===== src/design/pfdc_params.svh =====
// Purpose: constants for the pll feedback divider control block
// Assumes: included by bare name from the divider, control and bench files
// Notes: offsets are byte addresses of the 10-bit configuration space
`ifndef PFDC_PARAMS_SVH
`define PFDC_PARAMS_SVH

// ----------------------------------------------------------------
// register offsets and reset values
// ----------------------------------------------------------------
`define PFDC_ADDR_FBCTL 10'h016
`define PFDC_ADDR_STSEL 10'h017
`define PFDC_ADDR_OVR 10'h01D
`define PFDC_RST_FBCTL 8'h06
`define PFDC_RST_STSEL 8'h00
`define PFDC_RST_OVR 8'h00

// ----------------------------------------------------------------
// field positions
// ----------------------------------------------------------------
`define PFDC_BIT_CPMID 7
`define PFDC_BIT_RRST 6
`define PFDC_BIT_ABRST 5
`define PFDC_BIT_ALLRST 4
`define PFDC_BIT_BYP 3
`define PFDC_MODE_HI 2
`define PFDC_MODE_LO 0
`define PFDC_SEL_HI 7
`define PFDC_SEL_LO 2
`define PFDC_BIT_OVR 7

// ----------------------------------------------------------------
// status pin selection codes
// ----------------------------------------------------------------
`define PFDC_SEL_GND 6'h00
`define PFDC_SEL_NDIV 6'h01
`define PFDC_SEL_RDIV 6'h02
`define PFDC_SEL_ADIV 6'h03
`define PFDC_SEL_PRE 6'h04

`endif


===== src/design/pfdc_pkg.sv =====
// Purpose: types shared by the pll feedback divider control block
// Assumes: nothing
// Notes: prescaler mode codes match the 3-bit mode field
`default_nettype none

package pfdc_pkg;

  // ----------------------------------------------------------------
  // prescaler mode
  // ----------------------------------------------------------------
  typedef enum logic [2:0] {
    PFDC_FD1 = 3'h0,
    PFDC_FD2 = 3'h1,
    PFDC_DM23 = 3'h2,
    PFDC_DM45 = 3'h3,
    PFDC_DM89 = 3'h4,
    PFDC_DM1617 = 3'h5,
    PFDC_DM3233 = 3'h6,
    PFDC_FD3 = 3'h7
  } pfdc_pmode_e;

  // base modulus of the prescaler for a mode
  function automatic logic [5:0] pfdc_base_mod(input pfdc_pmode_e m);
    case (m)
      PFDC_FD1: pfdc_base_mod = 6'h01;
      PFDC_FD2: pfdc_base_mod = 6'h02;
      PFDC_DM23: pfdc_base_mod = 6'h02;
      PFDC_DM45: pfdc_base_mod = 6'h04;
      PFDC_DM89: pfdc_base_mod = 6'h08;
      PFDC_DM1617: pfdc_base_mod = 6'h10;
      PFDC_DM3233: pfdc_base_mod = 6'h20;
      default: pfdc_base_mod = 6'h03;
    endcase
  endfunction : pfdc_base_mod

  // dual_modulus_mode versus fixed_divide_mode
  function automatic logic pfdc_is_dual(input pfdc_pmode_e m);
    pfdc_is_dual = !(m == PFDC_FD1 || m == PFDC_FD2 || m == PFDC_FD3);
  endfunction : pfdc_is_dual

endpackage : pfdc_pkg

`default_nettype wire


===== src/design/pfdc_fb_if.sv =====
// Purpose: carrier between control registers and feedback divider
// Assumes: one clock, mclk
// Notes: config flows ctl to div, pulses flow back
`default_nettype none

interface pfdc_fb_if #(
  parameter int AW = 6,
  parameter int BW = 13
);
  pfdc_pkg::pfdc_pmode_e mode;
  logic bypass;
  logic holdReset;
  logic [AW-1:0] swallowValue;
  logic [BW-1:0] mainValue;
  logic oscTick;
  logic preOut;
  logic swallowOut;
  logic fbOut;

  modport ctl (
    output mode, bypass, holdReset, swallowValue, mainValue, oscTick,
    input preOut, swallowOut, fbOut
  );
  modport div (
    input mode, bypass, holdReset, swallowValue, mainValue, oscTick,
    output preOut, swallowOut, fbOut
  );
endinterface : pfdc_fb_if

`default_nettype wire


===== src/design/pfdc_fb_divider.sv =====
// Purpose: prescaler plus swallow and main feedback counters
// Assumes: oscTick is one mclk-wide pulse per oscillator period
// Notes: division ratio is P*B + A in dual-modulus modes
`default_nettype none
`include "pfdc_params.svh"

module pfdc_fb_divider #(
  parameter int AW = 6,
  parameter int BW = 13
) (
  // clock and reset
  input wire logic mclk,
  input wire logic reset_n,
  // link to control side
  pfdc_fb_if.div fb
);

  logic [5:0] preCnt_q, preCnt_d;
  logic [AW-1:0] aRem_q, aRem_d;
  logic [BW-1:0] bCnt_q, bCnt_d;
  logic preOut_q, preOut_d;
  logic aOut_q, aOut_d;
  logic fbOut_q, fbOut_d;
  logic [5:0] baseMod;
  logic [5:0] curMod;
  logic dual;
  logic preTerm;
  logic mainTerm;

  // ----------------------------------------------------------------
  // next state
  // ----------------------------------------------------------------
  always_comb
  begin
    baseMod = pfdc_pkg::pfdc_base_mod(fb.mode);
    dual = pfdc_pkg::pfdc_is_dual(fb.mode);
    // extra count only while swallow cycles remain
    curMod = baseMod + {5'h00, dual && (aRem_q != '0)};
    preTerm = fb.oscTick && (preCnt_q + 6'h01 >= curMod);
    // main value 0 or 1 behaves as divide-by-1
    mainTerm = fb.bypass ||
      ({1'b0, bCnt_q} + {{BW{1'b0}}, 1'b1} >= {1'b0, fb.mainValue});
    preCnt_d = preCnt_q;
    aRem_d = aRem_q;
    bCnt_d = bCnt_q;
    preOut_d = 1'b0;
    aOut_d = 1'b0;
    fbOut_d = 1'b0;
    if (fb.holdReset)
    begin
      // counters parked and reloaded while held
      preCnt_d = 6'h00;
      aRem_d = fb.swallowValue;
      bCnt_d = '0;
    end
    else if (fb.oscTick)
    begin
      preCnt_d = preTerm ? 6'h00 : preCnt_q + 6'h01;
      if (preTerm)
      begin
        preOut_d = 1'b1;
        aOut_d = dual && (aRem_q == {{(AW-1){1'b0}}, 1'b1});
        if (mainTerm)
        begin
          fbOut_d = 1'b1;
          aRem_d = fb.swallowValue;
          bCnt_d = '0;
        end
        else
        begin
          bCnt_d = bCnt_q + {{(BW-1){1'b0}}, 1'b1};
          aRem_d = (aRem_q != '0) ? aRem_q - {{(AW-1){1'b0}}, 1'b1} : aRem_q;
        end
      end
    end
  end

  always_ff @(posedge mclk or negedge reset_n)
  begin
    if (!reset_n)
    begin
      preCnt_q <= 6'h00;
      aRem_q <= '0;
      bCnt_q <= '0;
      preOut_q <= 1'b0;
      aOut_q <= 1'b0;
      fbOut_q <= 1'b0;
    end
    else
    begin
      preCnt_q <= preCnt_d;
      aRem_q <= aRem_d;
      bCnt_q <= bCnt_d;
      preOut_q <= preOut_d;
      aOut_q <= aOut_d;
      fbOut_q <= fbOut_d;
    end
  end

  assign fb.preOut = preOut_q;
  assign fb.swallowOut = aOut_q;
  assign fb.fbOut = fbOut_q;
endmodule : pfdc_fb_divider

`default_nettype wire


===== src/design/pfdc_pll_fb_ctl.sv =====
// Purpose: pll divider reset, bypass, prescaler and status pin control
// Assumes: oscTick and refTick are one-cycle pulses in the mclk domain
// Notes: register port is byte wide, read data one cycle after address
`default_nettype none
`include "pfdc_params.svh"

module pfdc_pll_fb_ctl #(
  parameter int RW = 14,
  parameter int AW = 6,
  parameter int BW = 13
) (
  // clock and reset
  input wire logic mclk,
  input wire logic reset_n,
  // register port
  input wire logic [9:0] regAddr,
  input wire logic [7:0] regWdata,
  input wire logic regWrite,
  output logic [7:0] regRdata,
  // divider inputs
  input wire logic oscTick,
  input wire logic refTick,
  input wire logic [RW-1:0] refDivValue,
  input wire logic [AW-1:0] swallowValue,
  input wire logic [BW-1:0] mainValue,
  // outputs
  output logic statusPin,
  output logic refDivPulse,
  output logic fbDivPulse,
  output logic cpMidSupply
);

  // ----------------------------------------------------------------
  // registers
  // ----------------------------------------------------------------
  logic [7:0] fbCtl_q, fbCtl_d;
  logic [7:0] stSel_q, stSel_d;
  logic [7:0] ovr_q, ovr_d;
  logic [7:0] rdata_q, rdata_d;
  logic [RW-1:0] rCnt_q, rCnt_d;
  logic refOut_q, refOut_d;
  logic pin_q, pin_d;
  logic rHold;
  logic abHold;
  logic [5:0] selCode;

  pfdc_fb_if #(.AW(AW), .BW(BW)) fbLink ();

  always_comb
  begin
    fbCtl_d = fbCtl_q;
    stSel_d = stSel_q;
    ovr_d = ovr_q;
    rdata_d = 8'h00;
    if (regWrite)
    begin
      if (regAddr == `PFDC_ADDR_FBCTL)
      begin
        fbCtl_d = regWdata;
      end
      else if (regAddr == `PFDC_ADDR_STSEL)
      begin
        // a selection written under override is dropped
        if (!ovr_q[`PFDC_BIT_OVR])
        begin
          stSel_d = regWdata;
        end
      end
      else if (regAddr == `PFDC_ADDR_OVR)
      begin
        ovr_d = regWdata;
      end
    end
    if (regAddr == `PFDC_ADDR_FBCTL)
    begin
      rdata_d = fbCtl_q;
    end
    else if (regAddr == `PFDC_ADDR_STSEL)
    begin
      rdata_d = stSel_q;
    end
    else if (regAddr == `PFDC_ADDR_OVR)
    begin
      rdata_d = ovr_q;
    end
  end

  always_ff @(posedge mclk or negedge reset_n)
  begin
    if (!reset_n)
    begin
      fbCtl_q <= `PFDC_RST_FBCTL;
      stSel_q <= `PFDC_RST_STSEL;
      ovr_q <= `PFDC_RST_OVR;
      rdata_q <= 8'h00;
    end
    else
    begin
      fbCtl_q <= fbCtl_d;
      stSel_q <= stSel_d;
      ovr_q <= ovr_d;
      rdata_q <= rdata_d;
    end
  end

  // ----------------------------------------------------------------
  // reference divider
  // ----------------------------------------------------------------
  assign rHold = fbCtl_q[`PFDC_BIT_RRST] || fbCtl_q[`PFDC_BIT_ALLRST];
  assign abHold = fbCtl_q[`PFDC_BIT_ABRST] || fbCtl_q[`PFDC_BIT_ALLRST];

  always_comb
  begin
    rCnt_d = rCnt_q;
    refOut_d = 1'b0;
    if (rHold)
    begin
      rCnt_d = '0;
    end
    else if (refTick)
    begin
      // a value of 0 or 1 passes every reference tick
      if ({1'b0, rCnt_q} + {{RW{1'b0}}, 1'b1} >= {1'b0, refDivValue})
      begin
        rCnt_d = '0;
        refOut_d = 1'b1;
      end
      else
      begin
        rCnt_d = rCnt_q + {{(RW-1){1'b0}}, 1'b1};
      end
    end
  end

  always_ff @(posedge mclk or negedge reset_n)
  begin
    if (!reset_n)
    begin
      rCnt_q <= '0;
      refOut_q <= 1'b0;
    end
    else
    begin
      rCnt_q <= rCnt_d;
      refOut_q <= refOut_d;
    end
  end

  // ----------------------------------------------------------------
  // feedback divider
  // ----------------------------------------------------------------
  assign fbLink.mode =
    pfdc_pkg::pfdc_pmode_e'(fbCtl_q[`PFDC_MODE_HI:`PFDC_MODE_LO]);
  assign fbLink.bypass = fbCtl_q[`PFDC_BIT_BYP];
  assign fbLink.holdReset = abHold;
  // swallow value trusted to be zero under bypass
  assign fbLink.swallowValue = swallowValue;
  assign fbLink.mainValue = mainValue;
  assign fbLink.oscTick = oscTick;

  pfdc_fb_divider #(.AW(AW), .BW(BW)) u_fbDiv (
    .mclk(mclk),
    .reset_n(reset_n),
    .fb(fbLink.div)
  );

  // ----------------------------------------------------------------
  // status pin
  // ----------------------------------------------------------------
  // pulses shown one mclk wide; references lie outside, so 1xxxxx is low
  assign selCode = stSel_q[`PFDC_SEL_HI:`PFDC_SEL_LO];

  always_comb
  begin
    case (selCode)
      `PFDC_SEL_NDIV: pin_d = fbLink.fbOut;
      `PFDC_SEL_RDIV: pin_d = refOut_q;
      `PFDC_SEL_ADIV: pin_d = fbLink.swallowOut;
      `PFDC_SEL_PRE: pin_d = fbLink.preOut;
      default: pin_d = 1'b0;
    endcase
  end

  always_ff @(posedge mclk or negedge reset_n)
  begin
    if (!reset_n)
    begin
      pin_q <= 1'b0;
    end
    else
    begin
      pin_q <= pin_d;
    end
  end

  assign regRdata = rdata_q;
  assign statusPin = pin_q;
  assign refDivPulse = refOut_q;
  assign fbDivPulse = fbLink.fbOut;
  assign cpMidSupply = fbCtl_q[`PFDC_BIT_CPMID];
endmodule : pfdc_pll_fb_ctl

`default_nettype wire


===== config.mk =====
export PLATFORM = sky130hd
export DESIGN_NAME = pfdc_pll_fb_ctl
export DESIGN_NICKNAME = d
export VERILOG_FILES = /design/src/design/pfdc_pkg.sv /design/src/design/pfdc_fb_if.sv /design/src/design/pfdc_fb_divider.sv /design/src/design/pfdc_pll_fb_ctl.sv
export VERILOG_INCLUDE_DIRS = /design/src /design/src/design
export SDC_FILE = /design/constraint.sdc
export NUM_CORES = 1
export LEC_CHECK = 0
export BUFFER_PORTS_ARGS = -buffer_cell sky130_fd_sc_hd__buf_2
export CAP_MARGIN = 20
export CELL_PAD_IN_SITES_DETAIL_PLACEMENT = 1
export CELL_PAD_IN_SITES_GLOBAL_PLACEMENT = 1
export CORE_MARGIN = 3
export CORE_UTILIZATION = 44
export DETAILED_ROUTE_END_ITERATION = 12
export PLACE_DENSITY_LB_ADDON = 0.08
export RECOVER_POWER = 50
export SLEW_MARGIN = 20
export SYNTH_ARGS = -nofsm -noshare
export SYNTH_HDL_FRONTEND = slang
export SYNTH_SLANG_ARGS = --single-unit

===== constraint.sdc =====
create_clock -name mclk -period 3.9 [get_ports mclk]
set_clock_uncertainty 0.2 [all_clocks]
set_input_delay 0.39 -clock mclk [delete_from_list [all_inputs] [get_ports mclk]]
set_output_delay 0.39 -clock mclk [all_outputs]
set_load 0.02 [all_outputs]

==> flow_metrics.py <==
metrics = {
    "grt": {
        "track_usage_pct": 20.44,
        "initial_antenna_violation_count": 0,
        "grt_pass1_vias": 4023,
        "grt_max_degree": 77,
        "overflow_left_after_global_routing": 0,
        "first_pass_grt_wire_length_mm": 19.35,
    },
    "power": {
        "sw_ratio_pct": 38.70,
        "power_frac_seq_pct": 41.0,
        "clock_network_fraction_of_design_power_pct": 24.7,
        "power.leakage_nw": 2.847,
        "power_spent_charging_and_discharging_nets_mw": 0.9522,
        "max-vdd-ir-drop_mv": 0.2189,
        "powerDensity_nw_per_um2": 453.7,
        "internal_power_mw": 1.508,
        "pwr-share-comb_pct": 34.4,
    },
    "synth": {
        "mappedNetlistNets": 598,
        "synth_area_leaders": "sky130_fd_sc_hd__dfrtp_1 (39%), sky130_fd_sc_hd__ha_1 (11%), sky130_fd_sc_hd__mux2_2 (6.2%), sky130_fd_sc_hd__nand2_1 (5.3%), sky130_fd_sc_hd__inv_1 (3.2%)",
        "syn_avg_cell_area_sq_um": 9.455,
        "most_frequent_cell_after_synthesis": "sky130_fd_sc_hd__dfrtp_1",
        "distinct_cells_synth": 58,
        "yosysSeqAreaShare_pct": 40.20,
        "yosysWarningCount": 0,
        "synthesis.area_sq_um": 4737,
        "yosys.area.top_type": "sky130_fd_sc_hd__dfrtp_1",
        "yosys_register_bits": 76,
        "synth_async_sr_flop_share_pct": 100.0,
        "synthDominantCellAreaShare_pct": 39.09,
        "syn-instance-count": 501,
        "synth-main-ff-cell": "sky130_fd_sc_hd__dfrtp_1",
        "synth_enable_flop_cells": 0,
        "most_instantiated_cells_after_synthesis": "sky130_fd_sc_hd__dfrtp_1 (74), sky130_fd_sc_hd__nand2_1 (67), sky130_fd_sc_hd__ha_1 (41)",
    },
    "setup_path": {
        "reg2reg_slack_ns": 0.24,
        "timing_worst_setup_path_type": "flop to flop",
        "worst_r2r_endpoint": "u_fbDiv.aRem_q[5]",
        "timing.critical_path.from_type": "flop",
        "crit_path_end_kind": "flop",
        "worst-path-max-fanout": 7,
        "capturing_instance_or_port_of_the_critical_path": "u_fbDiv.aRem_q[5]",
        "critPathRequiredTime_ns": 3.94,
        "startpoint_of_the_lowest_slack_register_to_register_path": "u_fbDiv.bCnt_q[0]",
        "r2r_cells": 13,
        "setup.worst_path.start": "u_fbDiv.bCnt_q[0]",
        "arrival_ns": 3.70,
    },
    "cells_and_area": {
        "multi_input_area_sq_um": 2628,
        "fill_cells": 1265,
        "finish.net_count": 666,
        "final_layout_size_suffix_gt1_share_pct": 23.17,
        "antenna_cells": 0,
        "ff_latch_area_sq_um": 1904,
        "area_growth_pct": 14.47,
    },
    "sta": {
        "post-route-min-period_ns": 3.661,
        "timing.setup.tns_ns": 0,
        "report.final.hold_viol_count": 0,
        "worst_setup_slack_final_ns": 0.2386,
        "slew_headroom_pct": -29.53,
        "number_of_endpoints_failing_setup_at_the_final_stage": 0,
        "timing.final.crit_share_pct": 93.88,
        "worstMarginPinSlew_ns": 1.943,
        "rsz0062_at_grt": "false",
        "max_freq_ghz": 0.2731,
        "timing.final.max_slew_violations": 77,
    },
    "routing": {
        "first_drt_iteration_drcs": 228,
        "firstDrtPassIters": 4,
        "drt-vias-per-instance": 5.417,
        "route.vias.total": 3846,
        "wl_per_cell_um": 16.23,
        "drcViolationCount": 0,
        "final_antenna_net_count": 0,
        "wl_mm": 11.52,
    },
    "clock_network": {
        "clkTransAtPathRegs_ns": 0.10,
        "htreeDepth": 3,
        "cts_tree": "yes",
        "numCtsBuffers": 9,
        "hold_buffers": 0,
        "clock_path_buffers": 2,
        "cts_root_buf": "sky130_fd_sc_hd__clkbuf_8",
        "cts_sinks": 76,
        "clk_lat_worst_skew_ns": 0.36,
    },
    "floorplan": {
        "die_height_um": 109.8,
        "core_sq_um": 10420,
        "die_width_um": 109.8,
        "dieArea_sq_um": 12050,
        "floorplan.io_pins": 68,
        "floorplan.initialDensity_pct": 45.48,
        "floorplan.rows": 37,
    },
    "placed_design": {
        "place.detailed.hpwl_mm": 8.660,
        "numPortBuffers": 67,
        "place_congestion": 0.7963,
        "dp_slack_ns": 0.1870,
    },
    "run": {
        "cap_violations": 1,
    },
    "outcome": {
        "outcome": "finished, violations left",
        "failed_checks": "max-capacitance violations, max-slew violations",
    },
    "hold_path": {
        "holdCritPathClass": "input pin to flop",
    },
}
-- metrics by stage --
| stage | util, % | hold slack (ns) | total power [mW] | instance area, sq um | instances |
|---|---|---|---|---|---|
| 2_1_floorplan | - | -0.1056 | 1.572 | 4737 | 501 |
| 3_3_place_gp | 50.09 | 0.2503 | 1.804 | 5218 | 693 |
| 3_5_place_dp | 50.09 | 0.2615 | 1.855 | 5218 | 693 |
| 4_1_cts | 51.90 | 0.02500 | 2.464 | 5406 | 709 |
| 5_1_grt | 52.06 | 0.08897 | 2.650 | 5423 | 710 |
| 6_report | 52.06 | 0.09272 | 2.460 | 5423 | 710 |
-- flip-flops by register name, indices dropped and copies added (netlist names) --
register,flops
u_fbDiv.preCnt_q,6
regRdata,8
u_fbDiv.bCnt_q,13
statusPin,1
rCnt_q,14
stSel_q,8
u_fbDiv.fb.fbOut,1
ovr_q,8
fbCtl_q,8
u_fbDiv.fb.swallowOut,1
u_fbDiv.aRem_q,6
u_fbDiv.fb.preOut,1
refDivPulse,1
-- logic make-up after synthesis --
kind of cell	share of synthesized area, %
xor gates and xnor gates	4.068
and+or+nand+nor	20.15
DFF	40.20
adders and majority gates	10.83
buffers and inverters	4.807
AOI/OAI and AO/OA	12.92
muxes	7.026
-- power groups by stage --
stage	clock [mW]	combinational, mW	sequential (mW)
after floorplan	0	0.597	0.974
after global placement	0	0.796	1.01
after detailed placement	0	0.840	1.02
after CTS	0.616	0.845	1.00
after global routing	0.647	0.978	1.03
final	0.607	0.846	1.01
-- how the worst min path moves through the flow --
stage / from / endpoint / slack (ns) / cells past startpoint
floorplan: reset_n / fbCtl_q[0] / -0.11 / 0
global placement: stSel_q[1] / regRdata[1] / 0.25 / 2
detailed placement: stSel_q[1] / regRdata[1] / 0.26 / 2
CTS: reset_n / u_fbDiv.aRem_q[1] / 0.02 / 1
global route: regWdata[6] / fbCtl_q[6] / 0.09 / 2
finish: regWdata[1] / fbCtl_q[1] / 0.09 / 2
-- cell usage in the layout, fill, tap and decap left out, types with 7 or more instances in the layout --
cell type and count:
sky130_fd_sc_hd__a21o_1 12, sky130_fd_sc_hd__a21oi_1 20, sky130_fd_sc_hd__a22oi_1 8, sky130_fd_sc_hd__buf_2 61, sky130_fd_sc_hd__buf_4 7, sky130_fd_sc_hd__clkbuf_8 9
sky130_fd_sc_hd__dfrtp_1 74, sky130_fd_sc_hd__ha_1 41, sky130_fd_sc_hd__inv_1 40, sky130_fd_sc_hd__mux2_2 26, sky130_fd_sc_hd__nand2_1 67, sky130_fd_sc_hd__nand2b_1 13
sky130_fd_sc_hd__nand3_1 19, sky130_fd_sc_hd__nor2_1 17, sky130_fd_sc_hd__nor3_1 14, sky130_fd_sc_hd__o21ai_0 22, sky130_fd_sc_hd__xnor2_1 16
-- metal layers --
layer / track usage [%] / wire length (um) / vias to the layer above
li1: - / - / 1890
met4: 6.055 / 134 / 0
met5: 0 / 0 / -
met3: 2.290 / 322 / 9
met1: 27.77 / 5567 / 1888
met2: 34.39 / 5497 / 59
-- worst max-delay path, cell delays in order (launching register included) --
cell	delay [ns]
sky130_fd_sc_hd__dfrtp_1	0.45
sky130_fd_sc_hd__and3_1	0.21
sky130_fd_sc_hd__nand3_2	0.13
sky130_fd_sc_hd__or2_2	0.38
sky130_fd_sc_hd__nor2_1	0.15
sky130_fd_sc_hd__xor2_1	0.23
sky130_fd_sc_hd__ha_1	0.28
sky130_fd_sc_hd__a21o_1	0.18
sky130_fd_sc_hd__a211oi_1	0.29
sky130_fd_sc_hd__o211a_1	0.34
sky130_fd_sc_hd__nand4_2	0.19
sky130_fd_sc_hd__buf_4	0.23
sky130_fd_sc_hd__mux2i_1	0.17
sky130_fd_sc_hd__o2bb2ai_1	0.10
-- area by class of cell --
class / instances / share of cell area (%)
inverter: 40 / 2.769
clock inverter: 7 / 1.200
multi-input combinational: 368 / 48.45
tap: 136 / 3.138
clock buffer: 9 / 2.284
timing repair buffer: 74 / 7.037
sequential: 76 / 35.12
-- what timing repair did --
| action | 4_1_cts | 5_1_grt |
|---|---|---|
| setup buffers | 0 | 1 |
| setup endpoints to repair | 0 | 20 |
| resized for setup | 0 | 3 |
Note: power is estimated with default switching activity, not from simulation.
